--- config.mk ---
export PLATFORM = sky130hd
export DESIGN_NAME = crf_core
export DESIGN_NICKNAME = d
export VERILOG_FILES = /design/src/crf_pkg.sv /design/src/crf_core.sv
export VERILOG_INCLUDE_DIRS = /design/src /design/src/src
export SDC_FILE = /design/constraint.sdc
export NUM_CORES = 1
export LEC_CHECK = 0
export ABC_AREA = 0
export BUFFER_PORTS_ARGS = -buffer_cell sky130_fd_sc_hd__buf_2
export CAP_MARGIN = 20
export CORE_UTILIZATION = 40
export CTS_BUF_LIST = sky130_fd_sc_hd__clkbuf_16
export CTS_CLUSTER_SIZE = 28
export DETAILED_ROUTE_END_ITERATION = 10
export GPL_ROUTABILITY_DRIVEN = 1
export MAX_ROUTING_LAYER = met4
export SYNTH_ARGS = -nofsm -noshare
export SYNTH_HDL_FRONTEND = slang
export SYNTH_SLANG_ARGS = --single-unit
--- constraint.sdc ---
create_clock -name CLK -period 7 [get_ports CLK]
set_clock_uncertainty 0.15 [all_clocks]
set_input_delay 2.1 -clock CLK [delete_from_list [all_inputs] [get_ports CLK]]
set_output_delay 2.1 -clock CLK [all_outputs]
set_load 0.05 [all_outputs]
--- src/crf_defs.svh ---
`ifndef CRF_DEFS_SVH
`define CRF_DEFS_SVH

// ============================================================
// Register byte offsets on the Avalon-MM slave.
`define CRF_OFS_ACC     5'h00
`define CRF_OFS_IDX     5'h04
`define CRF_OFS_SP      5'h08
`define CRF_OFS_PC      5'h0C
`define CRF_OFS_FLAGS   5'h10
`define CRF_OFS_CMD     5'h14
`define CRF_OFS_STATUS  5'h18

// ============================================================
// Condition flag bit positions and fixed bits.
`define CRF_BIT_V       7
`define CRF_BIT_H       4
`define CRF_BIT_I       3
`define CRF_BIT_N       2
`define CRF_BIT_Z       1
`define CRF_BIT_C       0
`define CRF_FLAGS_ONES  8'h60
`define CRF_FLAGS_RST   8'h68

// ============================================================
// Reset values and vectors.
`define CRF_SP_RST      16'h00FF
`define CRF_SP_LOW_RST  8'hFF
`define CRF_VEC_RESET   16'hFFFE
`define CRF_VEC_SWI     16'hFFFC
`define CRF_VEC_IRQ0    16'hFFFA

// ============================================================
// Command word fields.
`define CRF_CMD_OP_MSB  4
`define CRF_CMD_OPND_LSB 8
`define CRF_CMD_TGT_LSB 16

// ============================================================
// Stack storage and timing.
`define CRF_STK_DEPTH   32
`define CRF_STK_AW      5
`define CRF_CLK_MHZ     100
`define CRF_STAB_NS     1000
`define CRF_STAB_CYC    ((`CRF_STAB_NS * `CRF_CLK_MHZ + 999) / 1000)

`endif

--- src/crf_pkg.sv ---
package crf_pkg;

    // ============================================================
    // Sequencer states, Gray coded along the usual path.
    typedef enum logic [3:0] {
        CRF_VHI   = 4'h0,
        CRF_VLO   = 4'h1,
        CRF_VDONE = 4'h3,
        CRF_IDLE  = 4'h2,
        CRF_PUSH  = 4'h6,
        CRF_PULL  = 4'h7,
        CRF_WAIT  = 4'h5,
        CRF_STOP  = 4'h4,
        CRF_STAB  = 4'hC
    } crf_state_e;

    // ============================================================
    // Operations issued through the command register.
    typedef enum logic [4:0] {
        CRF_OP_NOP   = 5'h00,
        CRF_OP_ADD   = 5'h01,
        CRF_OP_ADC   = 5'h02,
        CRF_OP_SUB   = 5'h03,
        CRF_OP_AND   = 5'h04,
        CRF_OP_LSL   = 5'h05,
        CRF_OP_ROL   = 5'h06,
        CRF_OP_DAA   = 5'h07,
        CRF_OP_LDA   = 5'h08,
        CRF_OP_RSP   = 5'h09,
        CRF_OP_CLI   = 5'h0A,
        CRF_OP_SEI   = 5'h0B,
        CRF_OP_PSHA  = 5'h0C,
        CRF_OP_PULA  = 5'h0D,
        CRF_OP_PUSH_INDEX_HIGH  = 5'h0E,
        CRF_OP_PULL_INDEX_HIGH  = 5'h0F,
        CRF_OP_WAIT  = 5'h10,
        CRF_OP_STOP  = 5'h11,
        CRF_OP_RTI   = 5'h12,
        CRF_OP_SWI   = 5'h13,
        CRF_OP_FETCH = 5'h14,
        CRF_OP_JUMP  = 5'h15,
        CRF_OP_BTST  = 5'h16
    } crf_op_e;

    typedef logic [7:0] crf_byte_t;

endpackage

--- src/crf_core.sv ---
// The Avalon-MM slave port and the address map were chosen for this implementation.
`include "crf_defs.svh"

// Notes on behaviour
// - An 8-bit accumulator holds operands and takes arithmetic and logic results.
// - A 16-bit index pair from upper and lower bytes, also usable as storage.
// - Reset loads the stack pointer with 00FF.
// - The reset-stack-low operation sets the pointer low byte to FF only.
// - Stack pointer decrements per pushed byte and increments per pulled byte.
// - Program counter steps on each fetch; jumps and interrupts load it.
// - Reset loads the program counter from the vector at FFFE and FFFF.
// - Flags hold mask and five result flags; bits 6 and 5 read one.
// - Overflow flag reflects two's-complement overflow of the result.
// - Half carry records bit 3 to 4 carry; decimal adjust uses it.
// - Mask set blocks maskable interrupts; mask clear accepts them.
// - Interrupt entry stacks registers, then sets mask, then fetches vector.
// - Interrupt entry never stacks the index upper byte.
// - With several requests pending the highest priority one is served first.
// - Return from interrupt restores all stacked registers including the mask.
// - Mask is one after reset; clear-mask, wait, stop and return from interrupt can clear it.
// - Negative flag equals result bit 7.
// - Zero flag is set for a zero result and cleared otherwise.
// - Carry is set on carry out or borrow; bit test and shifts write it.
// - Wait clears the mask and stops the clock; the interrupt that ends it sets the mask.
// - Stop clears the mask, stops the clock, restarts after stabilization delay.

module crf_core
    import crf_pkg::*;
(
    input  wire logic        CLK,
    input  wire logic        RST,
    input  wire logic [4:0]  AVS_ADDRESS,
    input  wire logic        AVS_READ,
    input  wire logic        AVS_WRITE,
    input  wire logic [31:0] AVS_WRITEDATA,
    input  wire logic [3:0]  AVS_BYTEENABLE,
    output logic      [31:0] AVS_READDATA,
    output logic             AVS_WAITREQUEST,
    output logic      [15:0] MEM_ADDR,
    output logic             MEM_RD,
    input  wire logic [7:0]  MEM_RDATA,
    input  wire logic [3:0]  IRQ_REQ,
    output logic      [3:0]  IRQ_ACK,
    output logic             CPU_CLK_EN
);

    // ============================================================
    // Functions.
    // Lowest request index has the highest priority.
    function automatic logic [1:0] prio_sel(input logic [3:0] req);
        logic [1:0] r;
        r = 2'd3;
        for (int i = 3; i >= 0; i--) begin
            if (req[i]) begin
                r = 2'(i);
            end
        end
        return r;
    endfunction

    function automatic logic [15:0] merge16(input logic [15:0] old,
                                            input logic [31:0] wd,
                                            input logic [3:0]  be);
        return {be[1] ? wd[15:8] : old[15:8], be[0] ? wd[7:0] : old[7:0]};
    endfunction

    // ============================================================
    // State.
    crf_state_e  state_ff,   nxt_state;
    logic [2:0]  step_ff,    nxt_step;
    crf_byte_t   acc_ff,     nxt_acc;
    crf_byte_t   idxh_ff,    nxt_idxh;
    crf_byte_t   idxl_ff,    nxt_idxl;
    logic [15:0] sp_ff,      nxt_sp;
    logic [15:0] pc_ff,      nxt_pc;
    crf_byte_t   ccr_ff,     nxt_ccr;
    logic [15:0] mem_addr_ff, nxt_mem_addr;
    logic        mem_rd_ff,  nxt_mem_rd;
    logic        clken_ff,   nxt_clken;
    logic [3:0]  ack_ff,     nxt_ack;
    logic [15:0] stab_ff,    nxt_stab;
    logic        wait_ff,    nxt_wait;
    logic [31:0] rdata_ff,   nxt_rdata;
    crf_byte_t   stk_ff [`CRF_STK_DEPTH];
    logic        stk_we;
    logic [`CRF_STK_AW-1:0] stk_wa;
    crf_byte_t   stk_wd;

    // ============================================================
    // Decoding.
    wire         bus_wr   = AVS_WRITE & ~wait_ff;
    wire         idle     = (state_ff == CRF_IDLE);
    wire         cmd_wr   = bus_wr & (AVS_ADDRESS == `CRF_OFS_CMD);
    wire crf_op_e op      = crf_op_e'(AVS_WRITEDATA[`CRF_CMD_OP_MSB:0]);
    wire crf_byte_t opnd  = AVS_WRITEDATA[`CRF_CMD_OPND_LSB +: 8];
    wire [15:0]  tgt      = AVS_WRITEDATA[`CRF_CMD_TGT_LSB +: 16];
    wire         irq_any  = |IRQ_REQ;
    wire [1:0]   irq_sel  = prio_sel(IRQ_REQ);
    wire [15:0]  irq_vec  = `CRF_VEC_IRQ0 - {13'h0000, irq_sel, 1'b0};
    // A pending bus write is finished before an interrupt may start.
    wire         take_irq = idle & ~ccr_ff[`CRF_BIT_I] & irq_any & ~AVS_WRITE;
    // Stack storage is only as deep as its low address bits.
    wire [`CRF_STK_AW-1:0] sp_idx  = sp_ff[`CRF_STK_AW-1:0];
    wire [15:0]  sp_inc   = sp_ff + 16'h0001;
    wire [15:0]  sp_dec   = sp_ff - 16'h0001;
    wire crf_byte_t pull_byte = stk_ff[sp_inc[`CRF_STK_AW-1:0]];
    wire crf_byte_t ccr_rd = ccr_ff | `CRF_FLAGS_ONES;
    wire [31:0]  status_w = {26'h0000000, clken_ff, 1'b0, state_ff};

    // ============================================================
    // Arithmetic and logic unit.
    logic [8:0]  add9;
    logic [8:0]  sub9;
    crf_byte_t   alu_res;
    crf_byte_t   alu_ccr;
    logic        alu_nz;
    logic        lo_adj;
    logic        hi_adj;

    always_comb begin
        add9 = {1'b0, acc_ff} + {1'b0, opnd}
             + {8'h00, (op == CRF_OP_ADC) & ccr_ff[`CRF_BIT_C]};
        sub9 = {1'b0, acc_ff} - {1'b0, opnd};
        lo_adj = ccr_ff[`CRF_BIT_H] | (acc_ff[3:0] > 4'h9);
        hi_adj = ccr_ff[`CRF_BIT_C] | (acc_ff > 8'h99);
        alu_res = acc_ff;
        alu_ccr = ccr_ff;
        alu_nz  = 1'b1;
        unique case (op)
            CRF_OP_ADD, CRF_OP_ADC: begin
                alu_res = add9[7:0];
                alu_ccr[`CRF_BIT_H] = (acc_ff[3] & opnd[3]) | (opnd[3] & ~alu_res[3])
                                    | (~alu_res[3] & acc_ff[3]);
                alu_ccr[`CRF_BIT_V] = (acc_ff[7] & opnd[7] & ~alu_res[7])
                                    | (~acc_ff[7] & ~opnd[7] & alu_res[7]);
                alu_ccr[`CRF_BIT_C] = add9[8];
            end
            CRF_OP_SUB: begin
                alu_res = sub9[7:0];
                alu_ccr[`CRF_BIT_V] = (acc_ff[7] & ~opnd[7] & ~alu_res[7])
                                    | (~acc_ff[7] & opnd[7] & alu_res[7]);
                alu_ccr[`CRF_BIT_C] = sub9[8];
            end
            CRF_OP_AND, CRF_OP_LDA: begin
                alu_res = (op == CRF_OP_AND) ? (acc_ff & opnd) : opnd;
                alu_ccr[`CRF_BIT_V] = 1'b0;
            end
            CRF_OP_LSL, CRF_OP_ROL: begin
                alu_res = {acc_ff[6:0], (op == CRF_OP_ROL) & ccr_ff[`CRF_BIT_C]};
                alu_ccr[`CRF_BIT_C] = acc_ff[7];
                alu_ccr[`CRF_BIT_V] = alu_res[7] ^ acc_ff[7];
            end
            CRF_OP_DAA: begin
                alu_res = acc_ff + {(hi_adj ? 4'h6 : 4'h0), (lo_adj ? 4'h6 : 4'h0)};
                alu_ccr[`CRF_BIT_C] = hi_adj;
            end
            CRF_OP_BTST: begin
                alu_ccr[`CRF_BIT_C] = acc_ff[opnd[2:0]];
                alu_nz = 1'b0;
            end
            default: alu_nz = 1'b0;
        endcase
        if (alu_nz) begin
            alu_ccr[`CRF_BIT_N] = alu_res[7];
            alu_ccr[`CRF_BIT_Z] = (alu_res == 8'h00);
        end
    end

    // ============================================================
    // Sequencer next state.
    always_comb begin
        nxt_state    = state_ff;
        nxt_step     = step_ff;
        nxt_acc      = acc_ff;
        nxt_idxh     = idxh_ff;
        nxt_idxl     = idxl_ff;
        nxt_sp       = sp_ff;
        nxt_pc       = pc_ff;
        nxt_ccr      = ccr_ff;
        nxt_mem_addr = mem_addr_ff;
        nxt_mem_rd   = mem_rd_ff;
        nxt_clken    = clken_ff;
        nxt_ack      = 4'h0;
        nxt_stab     = stab_ff;
        stk_we       = 1'b0;
        stk_wa       = sp_idx;
        stk_wd       = acc_ff;
        unique case (state_ff)
            CRF_VHI: begin
                nxt_mem_addr = mem_addr_ff + 16'h0001;
                nxt_state    = CRF_VLO;
            end
            CRF_VLO: begin
                nxt_pc[15:8] = MEM_RDATA;
                nxt_mem_rd   = 1'b0;
                nxt_state    = CRF_VDONE;
            end
            CRF_VDONE: begin
                nxt_pc[7:0] = MEM_RDATA;
                nxt_state   = CRF_IDLE;
            end
            CRF_IDLE: begin
                if (take_irq) begin
                    nxt_ack[irq_sel] = 1'b1;
                    nxt_mem_addr     = irq_vec;
                    nxt_step         = 3'd0;
                    nxt_state        = CRF_PUSH;
                end else if (cmd_wr) begin
                    nxt_pc = pc_ff + 16'h0001;
                    unique case (op)
                        CRF_OP_ADD, CRF_OP_ADC, CRF_OP_SUB, CRF_OP_AND, CRF_OP_LSL,
                        CRF_OP_ROL, CRF_OP_DAA, CRF_OP_LDA, CRF_OP_BTST: begin
                            nxt_acc = alu_res;
                            nxt_ccr = alu_ccr;
                        end
                        CRF_OP_RSP:  nxt_sp[7:0] = `CRF_SP_LOW_RST;
                        CRF_OP_CLI:  nxt_ccr[`CRF_BIT_I] = 1'b0;
                        CRF_OP_SEI:  nxt_ccr[`CRF_BIT_I] = 1'b1;
                        CRF_OP_PSHA, CRF_OP_PUSH_INDEX_HIGH: begin
                            stk_we = 1'b1;
                            stk_wd = (op == CRF_OP_PSHA) ? acc_ff : idxh_ff;
                            nxt_sp = sp_dec;
                        end
                        CRF_OP_PULA, CRF_OP_PULL_INDEX_HIGH: begin
                            nxt_sp   = sp_inc;
                            nxt_acc  = (op == CRF_OP_PULA) ? pull_byte : acc_ff;
                            nxt_idxh = (op == CRF_OP_PULL_INDEX_HIGH) ? pull_byte : idxh_ff;
                        end
                        CRF_OP_WAIT, CRF_OP_STOP: begin
                            nxt_ccr[`CRF_BIT_I] = 1'b0;
                            nxt_clken = 1'b0;
                            nxt_state = (op == CRF_OP_WAIT) ? CRF_WAIT : CRF_STOP;
                        end
                        CRF_OP_RTI: begin
                            nxt_step  = 3'd0;
                            nxt_state = CRF_PULL;
                        end
                        CRF_OP_SWI: begin
                            nxt_mem_addr = `CRF_VEC_SWI;
                            nxt_step     = 3'd0;
                            nxt_state    = CRF_PUSH;
                        end
                        CRF_OP_JUMP: nxt_pc = tgt;
                        default: ;
                    endcase
                end else if (bus_wr) begin
                    unique case (AVS_ADDRESS)
                        `CRF_OFS_ACC: nxt_acc = AVS_BYTEENABLE[0] ? AVS_WRITEDATA[7:0] : acc_ff;
                        `CRF_OFS_IDX: {nxt_idxh, nxt_idxl} =
                            merge16({idxh_ff, idxl_ff}, AVS_WRITEDATA, AVS_BYTEENABLE);
                        `CRF_OFS_SP:  nxt_sp = merge16(sp_ff, AVS_WRITEDATA, AVS_BYTEENABLE);
                        `CRF_OFS_PC:  nxt_pc = merge16(pc_ff, AVS_WRITEDATA, AVS_BYTEENABLE);
                        // The mask bit can be set but not cleared from here.
                        `CRF_OFS_FLAGS: nxt_ccr = AVS_BYTEENABLE[0] ? (AVS_WRITEDATA[7:0]
                            | {4'h0, ccr_ff[`CRF_BIT_I], 3'h0}) : ccr_ff;
                        default: ;
                    endcase
                end
            end
            CRF_PUSH: begin
                stk_we = 1'b1;
                nxt_sp = sp_dec;
                unique case (step_ff)
                    3'd0:    stk_wd = pc_ff[7:0];
                    3'd1:    stk_wd = pc_ff[15:8];
                    3'd2:    stk_wd = idxl_ff;
                    3'd3:    stk_wd = acc_ff;
                    default: stk_wd = ccr_rd;
                endcase
                nxt_step = step_ff + 3'd1;
                if (step_ff == 3'd4) begin
                    nxt_ccr[`CRF_BIT_I] = 1'b1;
                    nxt_mem_rd = 1'b1;
                    nxt_state  = CRF_VHI;
                end
            end
            CRF_PULL: begin
                nxt_sp   = sp_inc;
                nxt_step = step_ff + 3'd1;
                unique case (step_ff)
                    3'd0:    nxt_ccr = pull_byte;
                    3'd1:    nxt_acc = pull_byte;
                    3'd2:    nxt_idxl = pull_byte;
                    3'd3:    nxt_pc[15:8] = pull_byte;
                    default: begin
                        nxt_pc[7:0] = pull_byte;
                        nxt_state   = CRF_IDLE;
                    end
                endcase
            end
            CRF_WAIT: begin
                if (irq_any) begin
                    nxt_clken        = 1'b1;
                    nxt_ack[irq_sel] = 1'b1;
                    nxt_mem_addr     = irq_vec;
                    nxt_step         = 3'd0;
                    nxt_state        = CRF_PUSH;
                end
            end
            CRF_STOP: begin
                if (IRQ_REQ[0]) begin
                    nxt_stab  = 16'(`CRF_STAB_CYC);
                    nxt_state = CRF_STAB;
                end
            end
            CRF_STAB: begin
                nxt_stab = stab_ff - 16'h0001;
                if (stab_ff == 16'h0001) begin
                    nxt_clken        = 1'b1;
                    nxt_ack[irq_sel] = 1'b1;
                    nxt_mem_addr     = irq_vec;
                    nxt_step         = 3'd0;
                    nxt_state        = CRF_PUSH;
                end
            end
        endcase
    end

    // ============================================================
    // Bus slave answer.
    // Writes are held off while the sequencer is busy so that a register
    // update never collides with stacking or a vector load.
    assign nxt_wait = wait_ff ? ~(AVS_READ | (AVS_WRITE & idle)) : 1'b1;

    always_comb begin
        unique case (AVS_ADDRESS)
            `CRF_OFS_ACC:    nxt_rdata = {24'h000000, acc_ff};
            `CRF_OFS_IDX:    nxt_rdata = {16'h0000, idxh_ff, idxl_ff};
            `CRF_OFS_SP:     nxt_rdata = {16'h0000, sp_ff};
            `CRF_OFS_PC:     nxt_rdata = {16'h0000, pc_ff};
            `CRF_OFS_FLAGS:  nxt_rdata = {24'h000000, ccr_rd};
            `CRF_OFS_STATUS: nxt_rdata = status_w;
            default:         nxt_rdata = 32'h00000000;
        endcase
    end

    // ============================================================
    // Registers.
    always_ff @(posedge CLK) begin
        if (RST) begin
            state_ff    <= CRF_VHI;
            mem_addr_ff <= `CRF_VEC_RESET;
            mem_rd_ff   <= 1'b1;
            sp_ff       <= `CRF_SP_RST;
            ccr_ff      <= `CRF_FLAGS_RST;
            clken_ff    <= 1'b1;
            step_ff     <= 3'd0;
            pc_ff       <= 16'h0000;
            stab_ff     <= 16'h0000;
        end else begin
            state_ff    <= nxt_state;
            mem_addr_ff <= nxt_mem_addr;
            mem_rd_ff   <= nxt_mem_rd;
            sp_ff       <= nxt_sp;
            ccr_ff      <= nxt_ccr;
            clken_ff    <= nxt_clken;
            step_ff     <= nxt_step;
            pc_ff       <= nxt_pc;
            stab_ff     <= nxt_stab;
        end
    end

    always_ff @(posedge CLK) begin
        if (RST) begin
            acc_ff   <= 8'h00;
            idxh_ff  <= 8'h00;
            idxl_ff  <= 8'h00;
            ack_ff   <= 4'h0;
            wait_ff  <= 1'b1;
            rdata_ff <= 32'h00000000;
        end else begin
            acc_ff   <= nxt_acc;
            idxh_ff  <= nxt_idxh;
            idxl_ff  <= nxt_idxl;
            ack_ff   <= nxt_ack;
            wait_ff  <= nxt_wait;
            rdata_ff <= nxt_rdata;
        end
    end

    // Stack entries carry no reset; software fills before pulling.
    for (genvar g = 0; g < `CRF_STK_DEPTH; g++) begin : g_stk
        always_ff @(posedge CLK) begin
            if (stk_we && stk_wa == `CRF_STK_AW'(g)) begin
                stk_ff[g] <= stk_wd;
            end
        end
    end

    assign AVS_READDATA    = rdata_ff;
    assign AVS_WAITREQUEST = wait_ff;
    assign MEM_ADDR        = mem_addr_ff;
    assign MEM_RD          = mem_rd_ff;
    assign IRQ_ACK         = ack_ff;
    assign CPU_CLK_EN      = clken_ff;

endmodule

==> results of run 1 <==
-- logic make-up (layout without fill, tap and decap cells) --
kind of cell,count (synthesis),count (layout),synth area share
simple gates,587,587,0.1407
compound gates,420,420,0.1423
flops,380,380,0.5030
buf+inv,198,252,0.04400
mux,127,127,0.1132
xor+xnor,62,62,0.02686
fa+ha+maj,45,45,0.02971
other cells,1,16,0.0001855
-- final timing paths --
check / endpoint / slack [ns]
worst max-delay path: stk_ff[28][1] / 1.54
worst min-delay path: AVS_WAITREQUEST / 0.29
worst max register to register: pc_ff[1] / 2.20
worst min register to register: AVS_WAITREQUEST / 0.29
-- stage by stage --
step                      cells  hold slack (ns)  power, W
after floorplan            1835           0.2943  0.004399
after global placement     2485           0.2692  0.005076
after detailed placement   2486           0.2828  0.005127
after CTS                  2560           0.2955  0.007250
after global routing       2561           0.3270  0.007553
final                      2561           0.2919  0.007246
-- cells in the mapped netlist (12+ instances only) --
cell type	number	area, um2
edfxtp_1	256	7687
nor2_1	178	668.1
nand2_1	160	600.6
dfxtp_1	124	2482
a21oi_1	104	520.5
clkbuf_1	101	379.1
mux4_2	80	1802
o21ai_0	79	395.4
nand3_1	55	275.3
nor3_1	51	255.2
inv_1	44	165.2
ha_1	40	500.5
a22oi_1	36	270.3
mux2i_1	34	340.3
xnor2_1	33	289.0
a211oi_1	31	232.7
xor2_1	29	254.0
a221oi_1	18	157.7
a31oi_1	18	112.6
buf_4	17	127.6
o211ai_1	17	127.6
nand4_1	16	100.1
a311oi_1	15	131.4
nor2b_1	15	93.84
and3_1	14	87.58
nor4_1	14	87.58
buf_2	13	65.06
mux2_2	13	146.4
buf_1	12	45.04
o221ai_1	12	105.1
or3_1	12	75.07
-- flip-flops by register name, summed over array words and instances, names as in the netlist, 3 cells and up --
name,cells
ccr_ff,6
idxh_ff,8
AVS_READDATA,16
pc_ff,16
acc_ff,8
step_ff,3
sp_ff,16
state_ff,4
stab_ff,16
stk_ff,256
IRQ_ACK,4
idxl_ff,8
MEM_ADDR,16
-- routing by layer --
layer  part of all wire  up-vias  global-route usage  wire [um]
li1                   -     6979                   -          -
met1               0.43     7720              0.3411      27000
met2               0.45      780              0.3861      28680
met3              0.086      130             0.04522       5450
met4              0.034        0             0.09002       2148
met5                  0        -                   -          0
-- power groups by stage --
stage	Sequential [W]	Combinational (W)	Clock, W
final	0.00294	0.00218	0.00212
after global routing	0.00295	0.00235	0.00225
after CTS	0.00292	0.00216	0.00216
after detailed placement	0.00297	0.00216	0
after global placement	0.00297	0.00211	0
after floorplan	0.00296	0.00144	0
-- final cells by class --
class	instances	area, um2
Clock buffer	41	1026
Clock inverter	33	282.8
Fill cell	4646	27440
Inverter	47	176.4
Multi-Input combinational cell	1257	9258
Sequential cell	380	10170
Tap cell	672	840.8
Timing Repair Buffer	131	770.7
-- worst reg2reg max path: stages, from the launching register on --
cell and delay [ns]:
dfxtp_4 0.77, inv_1 0.23, ha_2 0.77, buf_12 0.37, mux4_2 0.38, mux4_2 0.56, mux2i_1 0.66, nor2_1 0.24
a21o_1 0.25, nor3_1 0.19, nor3_1 0.07
==> impl_metrics.py, run 1 <==
metrics = {
    "run_status": {
        "status": "finished, violations left",
        "violations": "DRC",
    },
    "cts": {
        "insertion_delay_ns": 0.58,
        "cts_sinks": 380,
        "hold_buffers": 0,
        "ctsRootBufferMaster": "clkbuf_16",
        "cts_tree": "built",
        "cts_made_buffers": 41,
        "clkSlewWorstSetupHoldPaths_ns": 0.06,
        "htreeDepth": 2,
        "cts_resized": 0,
        "clockBufferDepth": 3,
        "cts_setup_buffers": 0,
    },
    "pwr": {
        "power.switching_w": 0.002658,
        "seq_power_share": 0.406,
        "combPwrFrac": 0.301,
        "power_density_nw_per_um2": 321.7,
        "p_int_w": 0.004588,
        "leakagePower_nw": 7.789,
        "clockPowerShare": 0.293,
        "vdd_ir_drop_max_v": 0.0002297,
        "netSwitchingFraction": 0.3668,
    },
    "synthesis": {
        "yosysUniqueCellTypes": 100,
        "synth_flop_cell": "edfxtp_1",
        "synth_area_per_cell_um2": 11.11,
        "ys_warn_count": 0,
        "syn_inst": 1820,
        "yosysSeqAreaShare": 0.5030,
        "ys_seq_elements": 380,
        "syn_area_um2": 20220,
        "synth_edf_count": 256,
        "async_flop_share": 0,
    },
    "worst_setup_path": {
        "crit_required_ns": 7.04,
        "rr_startpoint": "sp_ff[0]",
        "critPathSlowestCell": "nor2_1",
        "arrival_ns": 5.50,
        "crit_path_end_kind": "flip-flop",
        "worst_setup_path_start_kind": "input port",
        "reg2reg_depth": 10,
        "path_depth": 7,
        "startpoint": "AVS_ADDRESS[2]",
        "critPathTopFamily": "simple AND/OR/NAND/NOR gates",
        "cp_max_fo": 22,
        "cp.buffers_inverters": 1,
        "path_class": "in2reg",
        "max_stage_delay_ns": 0.82,
        "path_cells": "buf_2, nand2b_1, nor3_4, nand2_1, o31ai_1, nand2_1, nor2_1",
        "path_common_cell": "nand2_1",
    },
    "timing": {
        "rsz0062_at_grt": "false",
        "hold_viol": 0,
        "setup_viol": 0,
        "period_minus_slack_ns": 5.460,
        "relSlewSlack": 0.2181,
        "post-route-period-util": 0.7800,
        "worst_slack_ns": 1.540,
        "setup_tns_ns": 0,
        "tightest_slew_ns": 1.169,
        "fmax_mhz": 183.1,
        "maxSlewViolCount": 0,
    },
    "layout": {
        "final_cell_area_um2": 22530,
        "mostFrequentLayoutCells": "256 x edfxtp_1, 178 x nor2_1, 160 x nand2_1",
        "postLayoutCoreUtil": 0.4509,
        "area_delta_synth_final_pct": 11.43,
        "final_common_cell": "edfxtp_1",
        "drive_gt1_frac": 0.1768,
        "finish.net_count": 1960,
        "antennaDiodeCount": 0,
    },
    "flow_run": {
        "maxCapViolations": 0,
    },
    "grt": {
        "grt_util_all_layers": 0.2543,
        "overflow": 0,
        "grt_pass1_wl_mm": 94.25,
        "grt_max_degree": 81,
        "grt_pass1_vias": 14760,
        "antenna_found_initial": 1,
    },
    "routing": {
        "route.detailed.drc": 1,
        "vias": 15610,
        "antenna_left": 0,
        "wire_per_inst_um": 24.71,
        "viasPerCell": 6.095,
        "detail_route.first_pass.iterations": 8,
        "wl_mm": 63.28,
        "drt_iter0_markers": 1975,
    },
    "die": {
        "fp-row-count": 82,
        "die_area_um2": 51450,
        "core_um2": 49970,
        "initial_core_util": 0.4046,
        "die-height_um": 226.8,
        "io_pins": 112,
        "dieWidth_um": 226.8,
    },
    "place": {
        "dpl_cell_area_um2": 21210,
        "hpwl_mm": 43.37,
        "place_ws_ns": 1.020,
        "gp_congestion": 1.006,
        "io_buffers": 93,
    },
    "min_path": {
        "min_path_type": "reg2reg",
        "whs_path_depth": 1,
        "min_from": "AVS_WAITREQUEST",
    },
}
Note: power is estimated with default switching activity, not from simulation.
==> run 2, diff against run 1 <==
--- a/config.mk
+++ b/config.mk
@@ -6,7 +6,7 @@
 export SDC_FILE = /design/constraint.sdc
 export NUM_CORES = 1
 export LEC_CHECK = 0
-export ABC_AREA = 0
+export ABC_AREA = 1
 export BUFFER_PORTS_ARGS = -buffer_cell sky130_fd_sc_hd__buf_2
 export CAP_MARGIN = 20
 export CORE_UTILIZATION = 40
==> constraint.sdc (replaced) <==
create_clock -name CLK -period 4.61 [get_ports CLK]
set_clock_uncertainty 0.15 [all_clocks]
set_input_delay 1.383 -clock CLK [delete_from_list [all_inputs] [get_ports CLK]]
set_output_delay 1.383 -clock CLK [all_outputs]
set_load 0.05 [all_outputs]
==> run 2 against run 1 <==
  * The flow now finishes without violations
  * Global-route usage is 2.9 points higher
  * Synthesized area is 3.3% higher
  * Clock power is 76% higher
  * Flip-flop and latch count stayed put
  * Register-to-register slack worse by 1.4 ns
  * Largest cell class unchanged
==> impl_metrics.py, run 2 <==
metrics = {
    "synthesis": {
        "syn_inst": 2523,
        "async_flop_share": 0,
        "ys_warn_count": 0,
        "yosys-top-cells-count": "415 x nand2_1, 361 x nor2_1, 257 x o21ai_0",
        "ys_top_cells_by_area": "edfxtp_1 37%, dfxtp_1 12%, nand2_1 7.5%, nor2_1 6.5%, o21ai_0 6.2%",
        "synth_area_per_cell_um2": 8.279,
        "synth_edf_count": 256,
        "synth_flop_cell": "edfxtp_1",
        "syn_area_um2": 20890,
        "ys_seq_elements": 380,
        "netlist.area_leader.share": 0.3680,
        "yosysSeqAreaShare": 0.4869,
        "synth_most_common_cell": "nand2_1",
        "yosysUniqueCellTypes": 64,
        "synth_area_leader_cell": "edfxtp_1",
    },
    "timing": {
        "fmax_mhz": 262.1,
        "period_minus_slack_ns": 3.816,
        "hold_viol": 0,
        "rsz0062_at_grt": "false",
        "setup_tns_ns": 0,
        "tightest_slew_ns": 1.056,
        "worst_slack_ns": 0.7940,
        "setup_viol": 0,
        "relSlewSlack": 0.2930,
        "maxSlewViolCount": 0,
        "post-route-period-util": 0.8278,
    },
    "layout": {
        "multi_input_area_um2": 9184,
        "final_cell_area_um2": 23860,
        "regArea_um2": 10170,
        "antennaDiodeCount": 0,
        "final_common_cell": "nand2_1",
        "mostFrequentLayoutCells": "415 x nand2_1, 361 x nor2_1, 257 x o21ai_0",
        "drive_gt1_frac": 0.1199,
        "postLayoutCoreUtil": 0.4641,
        "finish.net_count": 2729,
        "area_delta_synth_final_pct": 14.21,
        "top_register": "stk_ff",
        "fillers": 5030,
        "largest_register_ffs": 256,
    },
    "worst_setup_path": {
        "crit_path_end_kind": "flip-flop",
        "max_stage_delay_ns": 0.58,
        "cp_max_fo": 33,
        "worst_setup_path_start_kind": "flip-flop",
        "crit_required_ns": 4.93,
        "path_class": "reg2reg",
        "critPathSlowestCell": "inv_2",
        "arrival_ns": 4.13,
        "path_common_cell": "nand2_1",
        "path_cells": "ha_1, nand2_1, inv_1, nor2_2, buf_4, inv_2, o211ai_1, nand3_1, nand3_1, nand2_1, inv_2, nand2_1, nand2_1, o31ai_1, inv_1",
    },
    "grt": {
        "grt_pass1_wl_mm": 110.6,
        "busiest_layer": "met2",
        "grt_util_met3": 0.03977,
        "met2_usage": 0.4501,
        "met1_usage": 0.3588,
        "grt_util_all_layers": 0.2837,
        "grt_pass1_vias": 17730,
        "overflow": 0,
        "antenna_found_initial": 0,
        "grt_max_degree": 90,
    },
    "cts": {
        "cts_resized": 0,
        "cts_made_buffers": 44,
        "cts_sinks": 380,
        "clkSlewWorstSetupHoldPaths_ns": 0.06,
        "cts_tree": "built",
        "ctsRootBufferMaster": "clkbuf_16",
        "cts_setup_buffers": 0,
        "htreeDepth": 2,
        "hold_buffers": 0,
        "clockBufferDepth": 3,
        "insertion_delay_ns": 0.60,
    },
    "place": {
        "place_ws_ns": 0.3465,
        "io_buffers": 93,
        "gp_congestion": 1.022,
        "hpwl_mm": 52.16,
        "dpl_cell_area_um2": 22310,
    },
    "pwr": {
        "power_density_nw_per_um2": 513.4,
        "leakagePower_nw": 9.494,
        "vdd_ir_drop_max_v": 0.0004118,
    },
    "routing": {
        "wire_per_inst_um": 22.11,
        "vias": 18880,
        "wl_mm": 73.85,
        "viasPerCell": 5.653,
        "route.detailed.drc": 0,
        "antenna_left": 0,
        "detail_route.first_pass.iterations": 6,
        "drt_iter0_markers": 1813,
    },
    "die": {
        "die-height_um": 230.5,
        "die_area_um2": 53140,
        "initial_core_util": 0.4064,
        "io_pins": 112,
        "fp-row-count": 83,
        "dieWidth_um": 230.5,
        "core_um2": 51410,
    },
    "run_status": {
        "status": "finished, final reports clean",
    },
    "min_path": {
        "min_path_type": "reg2reg",
    },
    "flow_run": {
        "maxCapViolations": 0,
    },
}
## run 2: changes by cell type in the layout (fill, tap and decap cells not counted), sizes merged, moves of 34 or more
cell	change
mux4	-80
mux2i	-34
nand3	+100
nor2	+196
nand2	+260
o211ai	+91
inv	+210
buf	+48
a22oi	-35
o21ai	+196
## run 2: kinds of logic (layout without fill, tap and decap cells)
group                    Yosys count  in the layout  share of synthesized area
AND/OR/NAND/NOR                 1053           1053                     0.2171
AO/OA/AOI/OAI                    624            624                     0.1761
buffers and inverters            391            513                    0.07799
other                              1             16                  0.0001795
XOR/XNOR                          29             29                    0.01306
flip-flops                       380            380                     0.4869
adder cells (fa/ha/maj)           45             45                    0.02875
## run 2: final cells by class
cell class	count	share of cell area
inverters	254	0.04012
well taps	680	0.03566
multi-input cells	1767	0.3849
clock buffers	44	0.04615
flip-flops and latches	380	0.4264
repair buffers	180	0.04814
clock inverters	35	0.01857
## run 2: path summary, 6_finish.rpt
kind                         from               to  slack [ns]  cells past startpoint
hold reg to reg   AVS_WAITREQUEST  AVS_WAITREQUEST        0.30                      1
hold / removal    AVS_WAITREQUEST  AVS_WAITREQUEST        0.30                      1
setup reg to reg         sp_ff[1]         pc_ff[4]        0.79                     15
setup / recovery         sp_ff[1]         pc_ff[4]        0.79                     15
## run 2: report_power, final
group	switching [W]	leakage (nW)	internal [W]
registers	0.000341	3.37	0.00406
logic	0.00300	5.34	0.00111
clock network	0.00148	0.786	0.00226
total	0.00482	9.49	0.00742
## run 2: layer usage
layer | part of all wire | vias up
met5 | 0 | -
met3 | 0.066 | 166
li1 | - | 8913
met2 | 0.47 | 730
met4 | 0.046 | 0
met1 | 0.42 | 9073
## run 2: critical path, delay by kind of cell, from the launching register on
kind                     cells  cell delay (ns)
adder cells (fa/ha/maj)      1             0.37
AO/OA/AOI/OAI                2             0.55
AND/OR/NAND/NOR              7             1.11
buffers and inverters        5             1.03
flip-flops                   1             0.46
## run 2: stage by stage
stage / hold WS, ns / power [W] / std cells
6_report: 0.2990 / 0.01225 / 3340
5_1_grt: 0.3088 / 0.01282 / 3340
4_1_cts: 0.2965 / 0.01226 / 3340
3_5_place_dp: 0.2819 / 0.008509 / 3261
3_3_place_gp: 0.2730 / 0.008471 / 3259
2_1_floorplan: 0.2891 / 0.007026 / 2538
==> run 3, diff against run 2 <==
--- a/config.mk
+++ b/config.mk
@@ -6,7 +6,7 @@
 export SDC_FILE = /design/constraint.sdc
 export NUM_CORES = 1
 export LEC_CHECK = 0
-export ABC_AREA = 1
+export ABC_AREA = 0
 export BUFFER_PORTS_ARGS = -buffer_cell sky130_fd_sc_hd__buf_2
 export CAP_MARGIN = 20
 export CORE_UTILIZATION = 40
==> constraint.sdc (replaced) <==
create_clock -name CLK -period 3.4 [get_ports CLK]
set_clock_uncertainty 0.15 [all_clocks]
set_input_delay 1.02 -clock CLK [delete_from_list [all_inputs] [get_ports CLK]]
set_output_delay 1.02 -clock CLK [all_outputs]
set_load 0.05 [all_outputs]
==> run 3 against run 2 <==
  * The run now ends with DRC, setup timing left
  * Die area is 3.2% lower
  * Hold slack worse by 0.018 ns
  * Critical path depth stayed put
  * Flip-flop and latch count stayed put
  * Routed wire length is 11% lower
  * Non-clock buffer count is 185 higher
  * Sequential power is 33% higher
  * Sequential share of layout area is 2.3 points lower
  * Critical path type is now in2reg
  * Highest routed layer unchanged
==> impl_metrics.py, run 3 (same netlist as run 1, synthesis figures left out) <==
metrics = {
    "layout": {
        "drive_gt1_frac": 0.2906,
        "mostFrequentLayoutCells": "256 x edfxtp_1, 225 x buf_4, 156 x nand2_1",
        "area_delta_synth_final_pct": 24.80,
        "largest_register_ffs": 256,
        "antennaDiodeCount": 0,
        "top_register": "stk_ff",
        "finish.net_count": 2195,
        "final_common_cell": "edfxtp_1",
    },
    "timing": {
        "post-route-period-util": 1.083,
        "setup_tns_ns": -0.4435,
        "period_minus_slack_ns": 3.683,
        "fmax_mhz": 271.5,
        "whs_ns": 0.2806,
        "tightest_slew_ns": 0.9549,
        "relSlewSlack": 0.3621,
        "maxSlewViolCount": 0,
        "hold_viol": 0,
        "worst_slack_ns": -0.2829,
        "rsz0062_at_grt": "true",
        "setup_viol": 2,
    },
    "worst_setup_path": {
        "ff2ff_setup_slack_ns": 0,
        "path_common_cell": "a21o_1",
        "crit_path_end_kind": "flip-flop",
        "path_cells": "buf_8, nor2_4, nand4_1, fa_2, o21bai_4, a21o_1, fa_1, mux2i_1, nor4_1, a31oi_1, o211ai_1, a21o_1, nand4bb_1, or4_4, a211oi_2",
        "cp.buffers_inverters": 1,
        "arrival_ns": 4.01,
        "path_class": "in2reg",
        "max_stage_delay_ns": 0.43,
        "critPathTopFamily": "compound AO/OA/AOI/OAI gates",
        "crit_required_ns": 3.73,
        "critPathSlowestCell": "or4_4",
        "worst_setup_path_start_kind": "input port",
        "cp_max_fo": 2,
    },
    "pwr": {
        "seq_power_share": 0.376,
        "combPwrFrac": 0.354,
        "clockPowerShare": 0.270,
        "power_density_nw_per_um2": 618.8,
        "power.switching_w": 0.005646,
        "leakagePower_nw": 9.190,
        "vdd_ir_drop_max_v": 0.0004584,
        "netSwitchingFraction": 0.3616,
        "p_int_w": 0.009967,
    },
    "routing": {
        "route.detailed.drc": 1,
        "wire_per_inst_um": 23.51,
        "wl_mm": 65.70,
        "viasPerCell": 5.865,
        "drt_iter0_markers": 1573,
        "vias": 16390,
        "detail_route.first_pass.iterations": 11,
        "antenna_left": 0,
    },
    "cts": {
        "htreeDepth": 2,
        "cts_sinks": 380,
        "ctsRootBufferMaster": "clkbuf_16",
        "cts_made_buffers": 42,
        "insertion_delay_ns": 0.60,
        "clockBufferDepth": 3,
        "clkSlewWorstSetupHoldPaths_ns": 0.06,
        "cts_tree": "built",
    },
    "place": {
        "hpwl_mm": 47.70,
        "gp_congestion": 0.9933,
        "io_buffers": 93,
    },
    "grt": {
        "grt_util_all_layers": 0.2630,
        "antenna_found_initial": 0,
        "overflow": 0,
        "grt_pass1_vias": 15750,
        "grt_pass1_wl_mm": 97.81,
        "grt_max_degree": 54,
    },
    "die": {
        "core_um2": 49970,
        "die_area_um2": 51450,
        "dieWidth_um": 226.8,
        "initial_core_util": 0.4046,
        "fp-row-count": 82,
        "io_pins": 112,
        "die-height_um": 226.8,
    },
    "flow_run": {
        "maxCapViolations": 0,
    },
    "run_status": {
        "violations": "DRC, setup timing",
        "status": "finished, violations left",
    },
    "min_path": {
        "min_path_type": "reg2reg",
    },
}
[run 3: cell types whose count changed in the layout (fill, tap and decap cells not counted), moves of 26 or more]
cell      change
nand2_1     -259
nor2_1      -212
o21ai_0     -180
inv_1       -173
buf_4       +142
nand3_1      -96
o211ai_1     -91
mux4_2       +80
buf_12       +40
a22oi_1      +35
mux2i_1      +32
xnor2_1      +31
a21oi_1      -28
inv_2        -26
[run 3: per-layer routing]
layer	global-route usage	up-vias	routed length (um)
met5	-	-	0
met4	0.1055	0	2594
met3	0.03356	147	4550
met2	0.4055	701	30290
met1	0.3517	8097	28270
li1	-	7448	-
[run 3: area by class of cell]
class | instances | area [um2]
inverter | 47 | 176.4
fill | 4448 | 24740
tap | 672 | 840.8
clock inverter | 32 | 230.2
clock buffer | 42 | 1051
multi-input combinational | 1257 | 9630
timing repair buffer | 365 | 3128
sequential | 380 | 10170
[run 3: worst paths after layout]
| check | depth (start not counted) | startpoint | endpoint |
|---|---|---|---|
| max reg2reg | 13 | ccr_ff[0] | ccr_ff[1] |
| max | 15 | AVS_WRITEDATA[3] | ccr_ff[1] |
| min | 1 | AVS_WAITREQUEST | AVS_WAITREQUEST |
| min reg2reg | 1 | AVS_WAITREQUEST | AVS_WAITREQUEST |
[run 3: power groups by stage]
stage	logic (W)	clock network [W]	registers (W)
floorplan	0.00308	0	0.00608
global placement	0.00528	0	0.00593
detailed placement	0.00534	0	0.00594
CTS	0.00540	0.00431	0.00584
global route	0.00591	0.00449	0.00588
finish	0.00553	0.00422	0.00586
[run 3: per-stage QoR]
| step | instance area (um2) | std cells | power, W | utilization | worst slack, ns |
|---|---|---|---|---|---|
| 2_1_floorplan | 20640 | 1835 | 0.009165 | - | -0.9198 |
| 3_3_place_gp | 23740 | 2714 | 0.01120 | 0.4751 | -0.9910 |
| 3_5_place_dp | 23740 | 2714 | 0.01127 | 0.4751 | -1.065 |
| 4_1_cts | 25090 | 2792 | 0.01555 | 0.5022 | -0.2439 |
| 5_1_grt | 25230 | 2795 | 0.01629 | 0.5050 | -0.4355 |
| 6_report | 25230 | 2795 | 0.01561 | 0.5050 | -0.2829 |
[run 3: what timing repair did]
| action | CTS | global route |
|---|---|---|
| endpoints found under the setup margin | 6 | 76 |
| buffers inserted | 5 | 1 |
| gates cloned | 0 | 2 |
| hold buffers | 0 | 0 |
| gates resized for setup | 9 | 18 |
| pin swaps | 3 | 6 |
